<file path="config.mk">
export PLATFORM = sky130hd
export DESIGN_NAME = trig_io_cond
export DESIGN_NICKNAME = d
export VERILOG_FILES = /design/src/core/trig_io_pkg.sv /design/src/core/trig_io_cond.sv
export SDC_FILE = /design/constraint.sdc
export NUM_CORES = 1
export LEC_CHECK = 0
export ABC_CLOCK_PERIOD_IN_PS = 6300
export BUFFER_PORTS_ARGS = -buffer_cell sky130_fd_sc_hd__buf_2
export CAP_MARGIN = 30
export CORE_ASPECT_RATIO = 2
export CORE_MARGIN = 2
export CORE_UTILIZATION = 65
export CTS_CLUSTER_SIZE = 28
export DETAILED_ROUTE_END_ITERATION = 10
export PLACE_DENSITY_LB_ADDON = 0.3
export SYNTH_ARGS = -nofsm -noshare
export SYNTH_HDL_FRONTEND = slang
export SYNTH_SLANG_ARGS = --single-unit
</file>
<file path="constraint.sdc">
create_clock -name core_clk -period 6.3 [get_ports core_clk]
set_input_delay 1.26 -clock core_clk [delete_from_list [all_inputs] [get_ports core_clk]]
set_output_delay 1.26 -clock core_clk [all_outputs]
set_load 0.01 [all_outputs]
</file>
<file path="src/core/trig_io_pkg.sv">
// Constants, register map and types of the trigger and general I/O block
package trig_io_pkg;
  // ------------------------------------------------------------
  // Timing
  // ------------------------------------------------------------
  localparam int CLK_PERIOD_NS = 10;
  localparam int TICK_NS = 1000;
  localparam int TICK_CYC = TICK_NS / CLK_PERIOD_NS;
  localparam logic [6:0] TICK_LAST = 7'(TICK_CYC - 1);
  localparam logic [7:0] DEBOUNCE_MIN = 8'h01;
  // ------------------------------------------------------------
  // Register offsets
  // ------------------------------------------------------------
  localparam logic [7:0] OFS_CTRL = 8'h00;
  localparam logic [7:0] OFS_DEBOUNCE = 8'h04;
  localparam logic [7:0] OFS_SWTRIG = 8'h08;
  localparam logic [7:0] OFS_GPIN = 8'h0c;
  localparam logic [7:0] OFS_GPOUT = 8'h10;
  localparam logic [7:0] OFS_STROBE = 8'h14;
  localparam logic [7:0] OFS_STB_WAIT = 8'h18;
  localparam logic [7:0] OFS_STB_WIDTH = 8'h1c;
  localparam logic [7:0] OFS_ENC_POS = 8'h20;
  localparam logic [7:0] OFS_ENC_SKIP = 8'h24;
  localparam logic [7:0] OFS_INT_STAT = 8'h28;
  localparam logic [7:0] OFS_INT_MASK = 8'h2c;
  // ------------------------------------------------------------
  // Encodings and field positions
  // ------------------------------------------------------------
  localparam logic [1:0] LVL_DIFF = 2'h0;
  localparam logic [1:0] LVL_TTL = 2'h1;
  localparam logic [1:0] LVL_12V = 2'h2;
  localparam logic [1:0] LVL_24V = 2'h3;
  localparam logic [1:0] SRC_IN1 = 2'h0;
  localparam logic [1:0] SRC_IN2 = 2'h1;
  localparam logic [1:0] SRC_SOFT = 2'h2;
  localparam int INT_W = 7;
  localparam int INT_TRIG = 4;
  localparam int INT_FRAME_END = 5;
  localparam int INT_LINE = 6;
  // ------------------------------------------------------------
  // Types and reset values
  // ------------------------------------------------------------
  typedef struct packed {
    logic [1:0] encoder_input_level;
    logic encoder_on;
    logic two_pulse;
    logic trig_edge_detect;
    logic [1:0] trig_source_select;
    logic trig_enable_flag;
    logic [1:0] trig_input_level;
  } ctrl_t;
  typedef struct packed {
    logic strobe_method;
    logic strobe_pol;
    logic [1:0] strobe_on;
  } strobe_t;
  typedef enum logic [1:0] {STB_IDLE = 2'b00, STB_WAIT = 2'b01, STB_ACTIVE = 2'b11} stb_state_t;
  localparam ctrl_t CTRL_RST = 10'h101;
  localparam strobe_t STROBE_RST = 4'h0;
  localparam logic [7:0] DEBOUNCE_RST = 8'h00;
  localparam logic [15:0] GPOUT_RST = 16'h0000;
  localparam logic [15:0] STB_TIME_RST = 16'h0001;
endpackage

</file>
<file path="src/core/trig_io_cond.sv">
// Trigger conditioning, general inputs and outputs, strobe and shaft encoder
// Function
// - Each of four inputs is readable by software and raises its own interrupt.
// - Inputs 1 and 2 may each be chosen as external trigger source.
// - Trigger debounce time is programmable from 1 to 255 microseconds.
// - Trigger pulses shorter than the debounce time are discarded entirely.
// - A debounce value of zero acts as one microsecond.
// - A software trigger request acts like a validated external trigger.
// - Input 2 gives the second pulse closing a variable-length frame.
// - Software selects input level: differential, TTL, 12 V or 24 V.
// - Differential input 1 masks the other three inputs from reading and interrupts; input 2 still feeds the trigger logic.
// - Eight tri-state outputs stay undriven until software enables them.
// - Outputs 1 and 2 carry strobes with enable, polarity, method, delay, width.
// - Quadrature phases A and B are followed at up to 10 MHz.
module trig_io_cond
  import trig_io_pkg::*;
(
  input wire logic core_clk,
  input wire logic nrst,
  input wire logic psel,
  input wire logic penable,
  input wire logic pwrite,
  input wire logic [7:0] paddr,
  input wire logic [31:0] pwdata,
  output logic [31:0] prdata,
  output logic pready,
  output logic pslverr,
  input wire logic [3:0] gp_in_pin,
  input wire logic enc_a_pin,
  input wire logic enc_b_pin,
  output logic [7:0] gp_out,
  output logic [7:0] gp_out_oe,
  output logic [1:0] in_level_sel,
  output logic [1:0] enc_level_sel,
  output logic trig_valid,
  output logic frame_end,
  output logic line_trig,
  output logic irq
);
  // ------------------------------------------------------------
  // Functions
  // ------------------------------------------------------------
  function automatic logic [7:0] dbt_limit(input logic [7:0] v);
    dbt_limit = (v == 8'h00) ? DEBOUNCE_MIN : v;
  endfunction

  // ------------------------------------------------------------
  // Input synchronisers
  // ------------------------------------------------------------
  logic [3:0] in_s1, in_s2, in_prev;
  logic [1:0] enc_s1, enc_s2, enc_prev;
  always_ff @(posedge core_clk) begin
    if (!nrst) begin
      in_s1 <= 4'h0;
      in_s2 <= 4'h0;
      in_prev <= 4'h0;
      enc_s1 <= 2'h0;
      enc_s2 <= 2'h0;
      enc_prev <= 2'h0;
    end else begin
      in_s1 <= gp_in_pin;
      in_s2 <= in_s1;
      in_prev <= in_s2;
      enc_s1 <= {enc_a_pin, enc_b_pin};
      enc_s2 <= enc_s1;
      enc_prev <= enc_s2;
    end
  end

  // ------------------------------------------------------------
  // Register file state
  // ------------------------------------------------------------
  ctrl_t ctrl_reg, ctrl_next;
  strobe_t stb_reg, stb_next;
  logic [7:0] dbt_reg, dbt_next, skip_reg, skip_next;
  logic [15:0] gpo_reg, gpo_next, wait_reg, wait_next, width_reg, width_next;
  logic [INT_W-1:0] stat_reg, stat_next, mask_reg, mask_next, stat_set;
  logic soft_reg, soft_next;
  logic [31:0] prdata_next, pos_reg;
  logic [3:0] usable;
  logic wr_acc, rd_setup, mapped;

  assign usable = (ctrl_reg.trig_input_level == LVL_DIFF) ? 4'h1 : 4'hf;
  assign wr_acc = psel && penable && pwrite;
  assign rd_setup = psel && !penable;
  assign mapped = (paddr[1:0] == 2'h0) && (paddr <= OFS_INT_MASK);
  assign pready = 1'b1;
  assign pslverr = psel && penable && !mapped;
  assign irq = |(stat_reg & mask_reg);
  assign in_level_sel = ctrl_reg.trig_input_level;
  assign enc_level_sel = ctrl_reg.encoder_input_level;

  always_comb begin
    ctrl_next = ctrl_reg;
    stb_next = stb_reg;
    dbt_next = dbt_reg;
    skip_next = skip_reg;
    gpo_next = gpo_reg;
    wait_next = wait_reg;
    width_next = width_reg;
    mask_next = mask_reg;
    soft_next = 1'b0;
    stat_next = stat_reg;
    prdata_next = prdata;
    if (wr_acc) begin
      case (paddr)
        OFS_CTRL: ctrl_next = pwdata[9:0];
        OFS_DEBOUNCE: dbt_next = pwdata[7:0];
        OFS_SWTRIG: soft_next = pwdata[0];
        OFS_GPOUT: gpo_next = pwdata[15:0];
        OFS_STROBE: stb_next = pwdata[3:0];
        OFS_STB_WAIT: wait_next = pwdata[15:0];
        OFS_STB_WIDTH: width_next = pwdata[15:0];
        OFS_ENC_SKIP: skip_next = pwdata[7:0];
        OFS_INT_MASK: mask_next = pwdata[INT_W-1:0];
        default: ;
      endcase
    end
    if (psel && penable && !pwrite && paddr == OFS_INT_STAT) begin
      stat_next = stat_reg & ~prdata[INT_W-1:0];
    end
    stat_next = stat_next | stat_set;
    if (rd_setup && !pwrite) begin
      case (paddr)
        OFS_CTRL: prdata_next = {22'h0, ctrl_reg};
        OFS_DEBOUNCE: prdata_next = {24'h0, dbt_reg};
        OFS_GPIN: prdata_next = {28'h0, in_s2 & usable};
        OFS_GPOUT: prdata_next = {16'h0, gpo_reg};
        OFS_STROBE: prdata_next = {28'h0, stb_reg};
        OFS_STB_WAIT: prdata_next = {16'h0, wait_reg};
        OFS_STB_WIDTH: prdata_next = {16'h0, width_reg};
        OFS_ENC_POS: prdata_next = pos_reg;
        OFS_ENC_SKIP: prdata_next = {24'h0, skip_reg};
        OFS_INT_STAT: prdata_next = {25'h0, stat_reg};
        OFS_INT_MASK: prdata_next = {25'h0, mask_reg};
        default: prdata_next = 32'h0;
      endcase
    end
  end

  always_ff @(posedge core_clk) begin
    if (!nrst) begin
      ctrl_reg <= CTRL_RST;
      stb_reg <= STROBE_RST;
      dbt_reg <= DEBOUNCE_RST;
      skip_reg <= 8'h00;
      gpo_reg <= GPOUT_RST;
      wait_reg <= 16'h0000;
      width_reg <= STB_TIME_RST;
      mask_reg <= 7'h00;
      stat_reg <= 7'h00;
      soft_reg <= 1'b0;
      prdata <= 32'h0;
    end else begin
      ctrl_reg <= ctrl_next;
      stb_reg <= stb_next;
      dbt_reg <= dbt_next;
      skip_reg <= skip_next;
      gpo_reg <= gpo_next;
      wait_reg <= wait_next;
      width_reg <= width_next;
      mask_reg <= mask_next;
      stat_reg <= stat_next;
      soft_reg <= soft_next;
      prdata <= prdata_next;
    end
  end

  // ------------------------------------------------------------
  // Trigger debounce and validation
  // ------------------------------------------------------------
  logic [1:0] lvl_reg, lvl_next, db_edge;
  logic [6:0] sub_reg [2], sub_next [2];
  logic [7:0] us_reg [2], us_next [2];
  logic frame_reg, frame_next, trig_next, fend_next, ext_trig;

  always_comb begin
    lvl_next = lvl_reg;
    db_edge = 2'b00;
    for (int i = 0; i < 2; i++) begin
      sub_next[i] = 7'h00;
      us_next[i] = 8'h00;
      if (in_s2[i] != lvl_reg[i]) begin
        sub_next[i] = sub_reg[i] + 7'h01;
        us_next[i] = us_reg[i];
        if (sub_reg[i] == TICK_LAST) begin
          sub_next[i] = 7'h00;
          us_next[i] = us_reg[i] + 8'h01;
          if (us_reg[i] + 8'h01 >= dbt_limit(dbt_reg)) begin
            lvl_next[i] = in_s2[i];
            us_next[i] = 8'h00;
            db_edge[i] = in_s2[i] ^ ctrl_reg.trig_edge_detect;
          end
        end
      end
    end
    ext_trig = ctrl_reg.trig_enable_flag &&
      ((ctrl_reg.trig_source_select == SRC_IN1 && db_edge[0]) ||
       (ctrl_reg.trig_source_select == SRC_IN2 && db_edge[1] && !ctrl_reg.two_pulse));
    fend_next = ctrl_reg.trig_enable_flag && ctrl_reg.two_pulse && frame_reg && db_edge[1];
    trig_next = ext_trig || soft_reg;
    frame_next = frame_reg;
    if (fend_next || !ctrl_reg.two_pulse) begin
      frame_next = 1'b0;
    end else if (trig_next) begin
      frame_next = 1'b1;
    end
    stat_set = {line_trig, frame_end, trig_valid, (in_s2 ^ in_prev) & usable};
  end

  always_ff @(posedge core_clk) begin
    if (!nrst) begin
      lvl_reg <= 2'b00;
      sub_reg <= '{7'h00, 7'h00};
      us_reg <= '{8'h00, 8'h00};
      frame_reg <= 1'b0;
      trig_valid <= 1'b0;
      frame_end <= 1'b0;
    end else begin
      lvl_reg <= lvl_next;
      sub_reg <= sub_next;
      us_reg <= us_next;
      frame_reg <= frame_next;
      trig_valid <= trig_next;
      frame_end <= fend_next;
    end
  end

  // ------------------------------------------------------------
  // Strobe sequencer and general outputs
  // ------------------------------------------------------------
  stb_state_t stb_state, stb_state_nx;
  logic [6:0] ssub_reg, ssub_next;
  logic [15:0] sus_reg, sus_next;
  logic [7:0] gp_out_next;
  logic stb_start, stb_lvl;

  always_comb begin
    stb_state_nx = stb_state;
    ssub_next = ssub_reg;
    sus_next = sus_reg;
    stb_start = (|stb_reg.strobe_on) && (stb_reg.strobe_method ? frame_end : trig_valid);
    case (stb_state)
      STB_IDLE: begin
        ssub_next = 7'h00;
        sus_next = 16'h0000;
        if (stb_start) begin
          stb_state_nx = (wait_reg == 16'h0000) ? STB_ACTIVE : STB_WAIT;
        end
      end
      STB_WAIT, STB_ACTIVE: begin
        ssub_next = ssub_reg + 7'h01;
        if (ssub_reg == TICK_LAST) begin
          ssub_next = 7'h00;
          sus_next = sus_reg + 16'h0001;
          if (stb_state == STB_WAIT && sus_reg + 16'h0001 >= wait_reg) begin
            stb_state_nx = STB_ACTIVE;
            sus_next = 16'h0000;
          end else if (stb_state == STB_ACTIVE && sus_reg + 16'h0001 >= width_reg) begin
            stb_state_nx = STB_IDLE;
          end
        end
      end
      default: stb_state_nx = STB_IDLE;
    endcase
    stb_lvl = (stb_state == STB_ACTIVE) ^ stb_reg.strobe_pol;
    gp_out_next = gpo_reg[7:0];
    for (int k = 0; k < 2; k++) begin
      if (stb_reg.strobe_on[k]) begin
        gp_out_next[k] = stb_lvl;
      end
    end
  end

  always_ff @(posedge core_clk) begin
    if (!nrst) begin
      stb_state <= STB_IDLE;
      ssub_reg <= 7'h00;
      sus_reg <= 16'h0000;
      gp_out <= 8'h00;
      gp_out_oe <= 8'h00;
    end else begin
      stb_state <= stb_state_nx;
      ssub_reg <= ssub_next;
      sus_reg <= sus_next;
      gp_out <= gp_out_next;
      gp_out_oe <= gpo_reg[15:8];
    end
  end

  // ------------------------------------------------------------
  // Quadrature decoder
  // ------------------------------------------------------------
  logic [31:0] pos_next;
  logic [7:0] skc_reg, skc_next;
  logic step, up, line_next;

  always_comb begin
    step = ctrl_reg.encoder_on && (enc_s2 != enc_prev) && (enc_s2 != ~enc_prev);
    up = enc_s2[1] ^ enc_prev[0];
    pos_next = pos_reg;
    skc_next = skc_reg;
    line_next = 1'b0;
    if (step) begin
      pos_next = up ? pos_reg + 32'h1 : pos_reg - 32'h1;
      if (up) begin
        skc_next = skc_reg + 8'h01;
        if (skc_reg >= skip_reg) begin
          skc_next = 8'h00;
          line_next = 1'b1;
        end
      end
    end
  end

  always_ff @(posedge core_clk) begin
    if (!nrst) begin
      pos_reg <= 32'h0;
      skc_reg <= 8'h00;
      line_trig <= 1'b0;
    end else begin
      pos_reg <= pos_next;
      skc_reg <= skc_next;
      line_trig <= line_next;
    end
  end

  // ------------------------------------------------------------
  // Assertions
  // ------------------------------------------------------------
  property p_in_irq;
    @(posedge core_clk) disable iff (!nrst)
    (in_s2[0] != in_prev[0]) |=> stat_reg[0];
  endproperty
  a_in_irq: assert property (p_in_irq) else $error("input change lost");
  property p_src2;
    @(posedge core_clk) disable iff (!nrst)
    (ctrl_reg.trig_enable_flag && ctrl_reg.trig_source_select == SRC_IN2
     && !ctrl_reg.two_pulse && db_edge[1]) |=> trig_valid;
  endproperty
  a_src2: assert property (p_src2) else $error("input 2 trigger lost");
  property p_short_pulse;
    @(posedge core_clk) disable iff (!nrst)
    $changed(lvl_reg[0]) |-> $past(in_s2[0], 100) == lvl_reg[0];
  endproperty
  a_short_pulse: assert property (p_short_pulse) else $error("short pulse accepted");
  property p_min_dbt;
    @(posedge core_clk) disable iff (!nrst)
    (dbt_reg == 8'h00 && in_s2[0] != lvl_reg[0] && sub_reg[0] == TICK_LAST)
    |=> $changed(lvl_reg[0]);
  endproperty
  a_min_dbt: assert property (p_min_dbt) else $error("zero debounce not one us");
  property p_soft;
    @(posedge core_clk) disable iff (!nrst)
    (wr_acc && paddr == OFS_SWTRIG && pwdata[0]) |-> ##2 trig_valid;
  endproperty
  a_soft: assert property (p_soft) else $error("soft trigger lost");
  property p_frame_end;
    @(posedge core_clk) disable iff (!nrst)
    (ctrl_reg.trig_enable_flag && ctrl_reg.two_pulse && frame_reg && db_edge[1]) |=> frame_end;
  endproperty
  a_frame_end: assert property (p_frame_end) else $error("frame end lost");
  property p_diff;
    @(posedge core_clk) disable iff (!nrst)
    (rd_setup && !pwrite && paddr == OFS_GPIN && ctrl_reg.trig_input_level == LVL_DIFF)
    |=> prdata[3:1] == 3'h0;
  endproperty
  a_diff: assert property (p_diff) else $error("unusable input shown");
  property p_oe;
    @(posedge core_clk) disable iff (!nrst)
    (wr_acc && paddr == OFS_GPOUT) |-> ##2 gp_out_oe == $past(pwdata[15:8], 2);
  endproperty
  a_oe: assert property (p_oe) else $error("output enable wrong");
  property p_strobe;
    @(posedge core_clk) disable iff (!nrst)
    stb_reg.strobe_on[0] |=> gp_out[0] == $past(stb_lvl);
  endproperty
  a_strobe: assert property (p_strobe) else $error("strobe level wrong");
  property p_enc;
    @(posedge core_clk) disable iff (!nrst)
    (step && up) |=> pos_reg == $past(pos_reg) + 32'h1;
  endproperty
  a_enc: assert property (p_enc) else $error("encoder step lost");
  property p_restart;
    @(posedge core_clk) disable iff (!nrst)
    (in_s2[1] == lvl_reg[1]) |=> sub_reg[1] == 7'h00 && us_reg[1] == 8'h00;
  endproperty
  a_restart: assert property (p_restart) else $error("debounce not restarted");
endmodule

</file>
==> run_results.csv <==
group,metric,value,unit
status,outcome,"complete, no violations",
floorplanning,die_width,106.5,µm
synth,yosys_warnings,0,
placed_design,portBuffers,91,
placed_design,gp_congestion,0.9847,
clock_tree,htree_levels,1,
clock_tree,hold_buffers,0,
setup_path,required,6.75,ns
synth,netlist_area,0.01365,mm²
clock_tree,cts_buffers,23,
global_route,grt_first_pass_wirelength,65870,µm
detailed_routing,drt_iter0_drc,1438,
synth,synthDistinctLibCells,86,
synth,yosysSeqAreaShare,0.3813,
floorplanning,coreArea,0.02083,mm²
detailed_routing,drt-pass1-iter-count,9,
floorplanning,die_y,209.0,µm
clock_tree,clockBufferDepth,3,
detailed_routing,wire_per_inst,20.78,µm
clock_tree,path_clk_slew,0.07,ns
synth,syn_inst,1685,
timing,finalCritPeriodShare,0.7095,
clock_tree,cts_setup_buffers,0,
floorplanning,start_util,0.6553,
detailed_routing,viasPerCell,6.355,
setup_path,crit_type,"reg2reg",
setup_path,cp_max_fo,13,
synth,ys_ff_latch,260,
floorplanning,fp-row-count,75,
detailed_routing,drc,0,
clock_tree,cts.sinks,260,
global_route,grt_pass1_vias,12570,
synth,syn_avg_cell_area,8.102,µm²
setup_path,crit_arrival,4.92,ns
detailed_routing,vias,12870,
timing,clock.fmax,223.7,MHz
global_route,antenna_found_initial,2,
hold_path,hold_class,"reg2reg",
synth,syn_nets,1828,
timing,setup_violations,0,
finish,fill_cells,1692,
setup_path,crit_buf_inv,1,
finish,most-common-layout-cells,"nand2_1, dfxtp_1, a21oi_1",
timing,maxSlewHeadroom,0.4477,
global_route,grt-ovfl-total,0,
synth,synth_edf_count,0,
clock_tree,cts_tree,"done",
setup_path,critPathSlowestCell,"o32a_1",
timing,tightest_slew,0.8255,ns
clock_tree,cts_root_buf,"clkbuf_16",
setup_path,setup.worst_path.start_class,"flop",
clock_tree,clkLatencyLatePin,0.53,ns
timing,rsz0062_at_grt,"false",
power,p_per_area,220.3,mW/mm²
setup_path,crit_top_cell,"and3_1",
power,power_leakage,0.005916,µW
global_route,grt_usage,0.3779,
finish,final_common_cell,"nand2_1",
timing,setup_tns,0,ns
setup_path,crit_family,"simple AND/OR/NAND/NOR gates",
floorplanning,fp.dieArea,0.02225,mm²
timing,period_minus_slack,4.470,ns
detailed_routing,final_antenna_net_count,0,
setup_path,end_kind,"flop",
timing,hold_viol,0,
job,drv_cap,0,
power,ir_drop,0.2582,mV
placed_design,hpwlAfterDp,30190,µm
timing,holdWs,0.4353,ns
clock_tree,postCtsResizedCells,0,
finish,layout.nets,1883,
finish,layout-drive-gt1-share,0.1031,
synth,async_flop_share,0,
synth,ys.flop_type,"dfxtp_1",
timing,slew_violations,0,
setup_path,crit_chain,"and3_1 > and3_1 > and3_1 > nand3_1 > nor2_1 > nand3_1 > xnor2_1 > ha_1 > a2111oi_0 > buf_4 > o32a_1 > nand2_1 > or3_1 > a31oi_1",
setup_path,max_stage_delay,0.52,ns
finish,syn_to_final_growth,10.28,%
global_route,grt_max_degree,78,
floorplanning,boundaryPins,109,
timing,clock_skew,0.01007,ns
detailed_routing,drt_wl_total,42090,µm
==> stage by stage <==
step	power, µW	util	area, µm²	setup WS (ns)	std cells
global placement	1866	0.6813	14190	1.996	1978
global route	3406	0.7226	15050	1.535	2024
detailed placement	1873	0.6838	14240	2.005	1982
CTS	3319	0.7218	15040	1.987	2022
finish	3317	0.7227	15060	1.830	2025
floorplan	1812	-	13650	2.573	1685
==> final cells by class <==
type | count | area (µm²) | share of cell area
clock buffers | 36 | 744.5 | 0.04945
clock inverters | 4 | 47.55 | 0.003158
multi-input cells | 1283 | 7849 | 0.5213
inverters | 58 | 220.2 | 0.01463
well taps | 269 | 336.6 | 0.02236
repair buffers | 114 | 650.6 | 0.04321
diodes | 1 | 2.502 | 0.0001662
flip-flops and latches | 260 | 5205 | 0.3457
==> cell families (layout without fill, tap and decap cells) <==
family                     Yosys count  in the layout  share of synthesized area
AOI/OAI and AO/OA                  412            412                     0.1929
xor gates and xnor gates            81             81                    0.05197
adders and majority gates           93             93                    0.08560
buffers and inverters              142            212                    0.04418
DFF                                260            260                     0.3813
muxes                               21             21                    0.01641
other                                1              2                  0.0002747
and+or+nand+nor                    675            675                     0.2274
==> where the power goes <==
| group | switching (µW) | internal, µW | leakage, µW |
|---|---|---|---|
| clock network | 626 | 849 | 0.000393 |
| registers | 7.68 | 1650 | 0.00210 |
| logic | 126 | 56.6 | 0.00342 |
==> per-layer routing <==
layer,routed length (µm),up-vias,GRT usage,part of all wire
met1,14480,6041,0.4069,0.34
li1,-,6012,-,-
met3,3428,202,0.06831,0.081
met5,0,-,0,0
met2,20470,613,0.6552,0.49
met4,3708,0,0.2687,0.088
==> final timing paths <==
path | from | to | slack (ns) | cells past startpoint
worst max-delay path | sus_reg[0] | sus_reg[5] | 1.83 | 14
worst min-delay path | in_s1[0] | in_s2[0] | 0.44 | 1
worst max register to register | sus_reg[0] | sus_reg[5] | 1.83 | 14
worst min register to register | in_s1[0] | in_s2[0] | 0.44 | 1
==> Yosys cell counts, types with 4 or more instances <==
cell | count | area share
a211oi_1 | 16 | 0.0088
a21boi_0 | 4 | 0.0022
a21o_1 | 20 | 0.011
a21oi_1 | 168 | 0.062
a221oi_1 | 11 | 0.0071
a222oi_1 | 11 | 0.0081
a22oi_1 | 30 | 0.016
a31oi_1 | 17 | 0.0078
and2_1 | 45 | 0.021
and3_1 | 19 | 0.0087
buf_1 | 4 | 0.0011
buf_2 | 7 | 0.0026
buf_4 | 5 | 0.0027
clkbuf_1 | 63 | 0.017
dfxtp_1 | 260 | 0.38
ha_1 | 91 | 0.083
inv_1 | 58 | 0.016
mux2i_1 | 19 | 0.014
nand2_1 | 288 | 0.079
nand2b_1 | 24 | 0.011
nand3_1 | 65 | 0.024
nand4_1 | 25 | 0.011
nor2_1 | 141 | 0.039
nor2b_1 | 7 | 0.0032
nor3_1 | 15 | 0.0055
nor3b_1 | 8 | 0.0044
nor4_1 | 11 | 0.0050
o211ai_1 | 6 | 0.0033
o21a_1 | 13 | 0.0071
o21ai_0 | 56 | 0.021
o21ai_1 | 11 | 0.0040
o31ai_1 | 4 | 0.0022
or3_1 | 10 | 0.0046
xnor2_1 | 43 | 0.028
xor2_1 | 38 | 0.024
No activity file was read; power rests on OpenSTA's default activity.
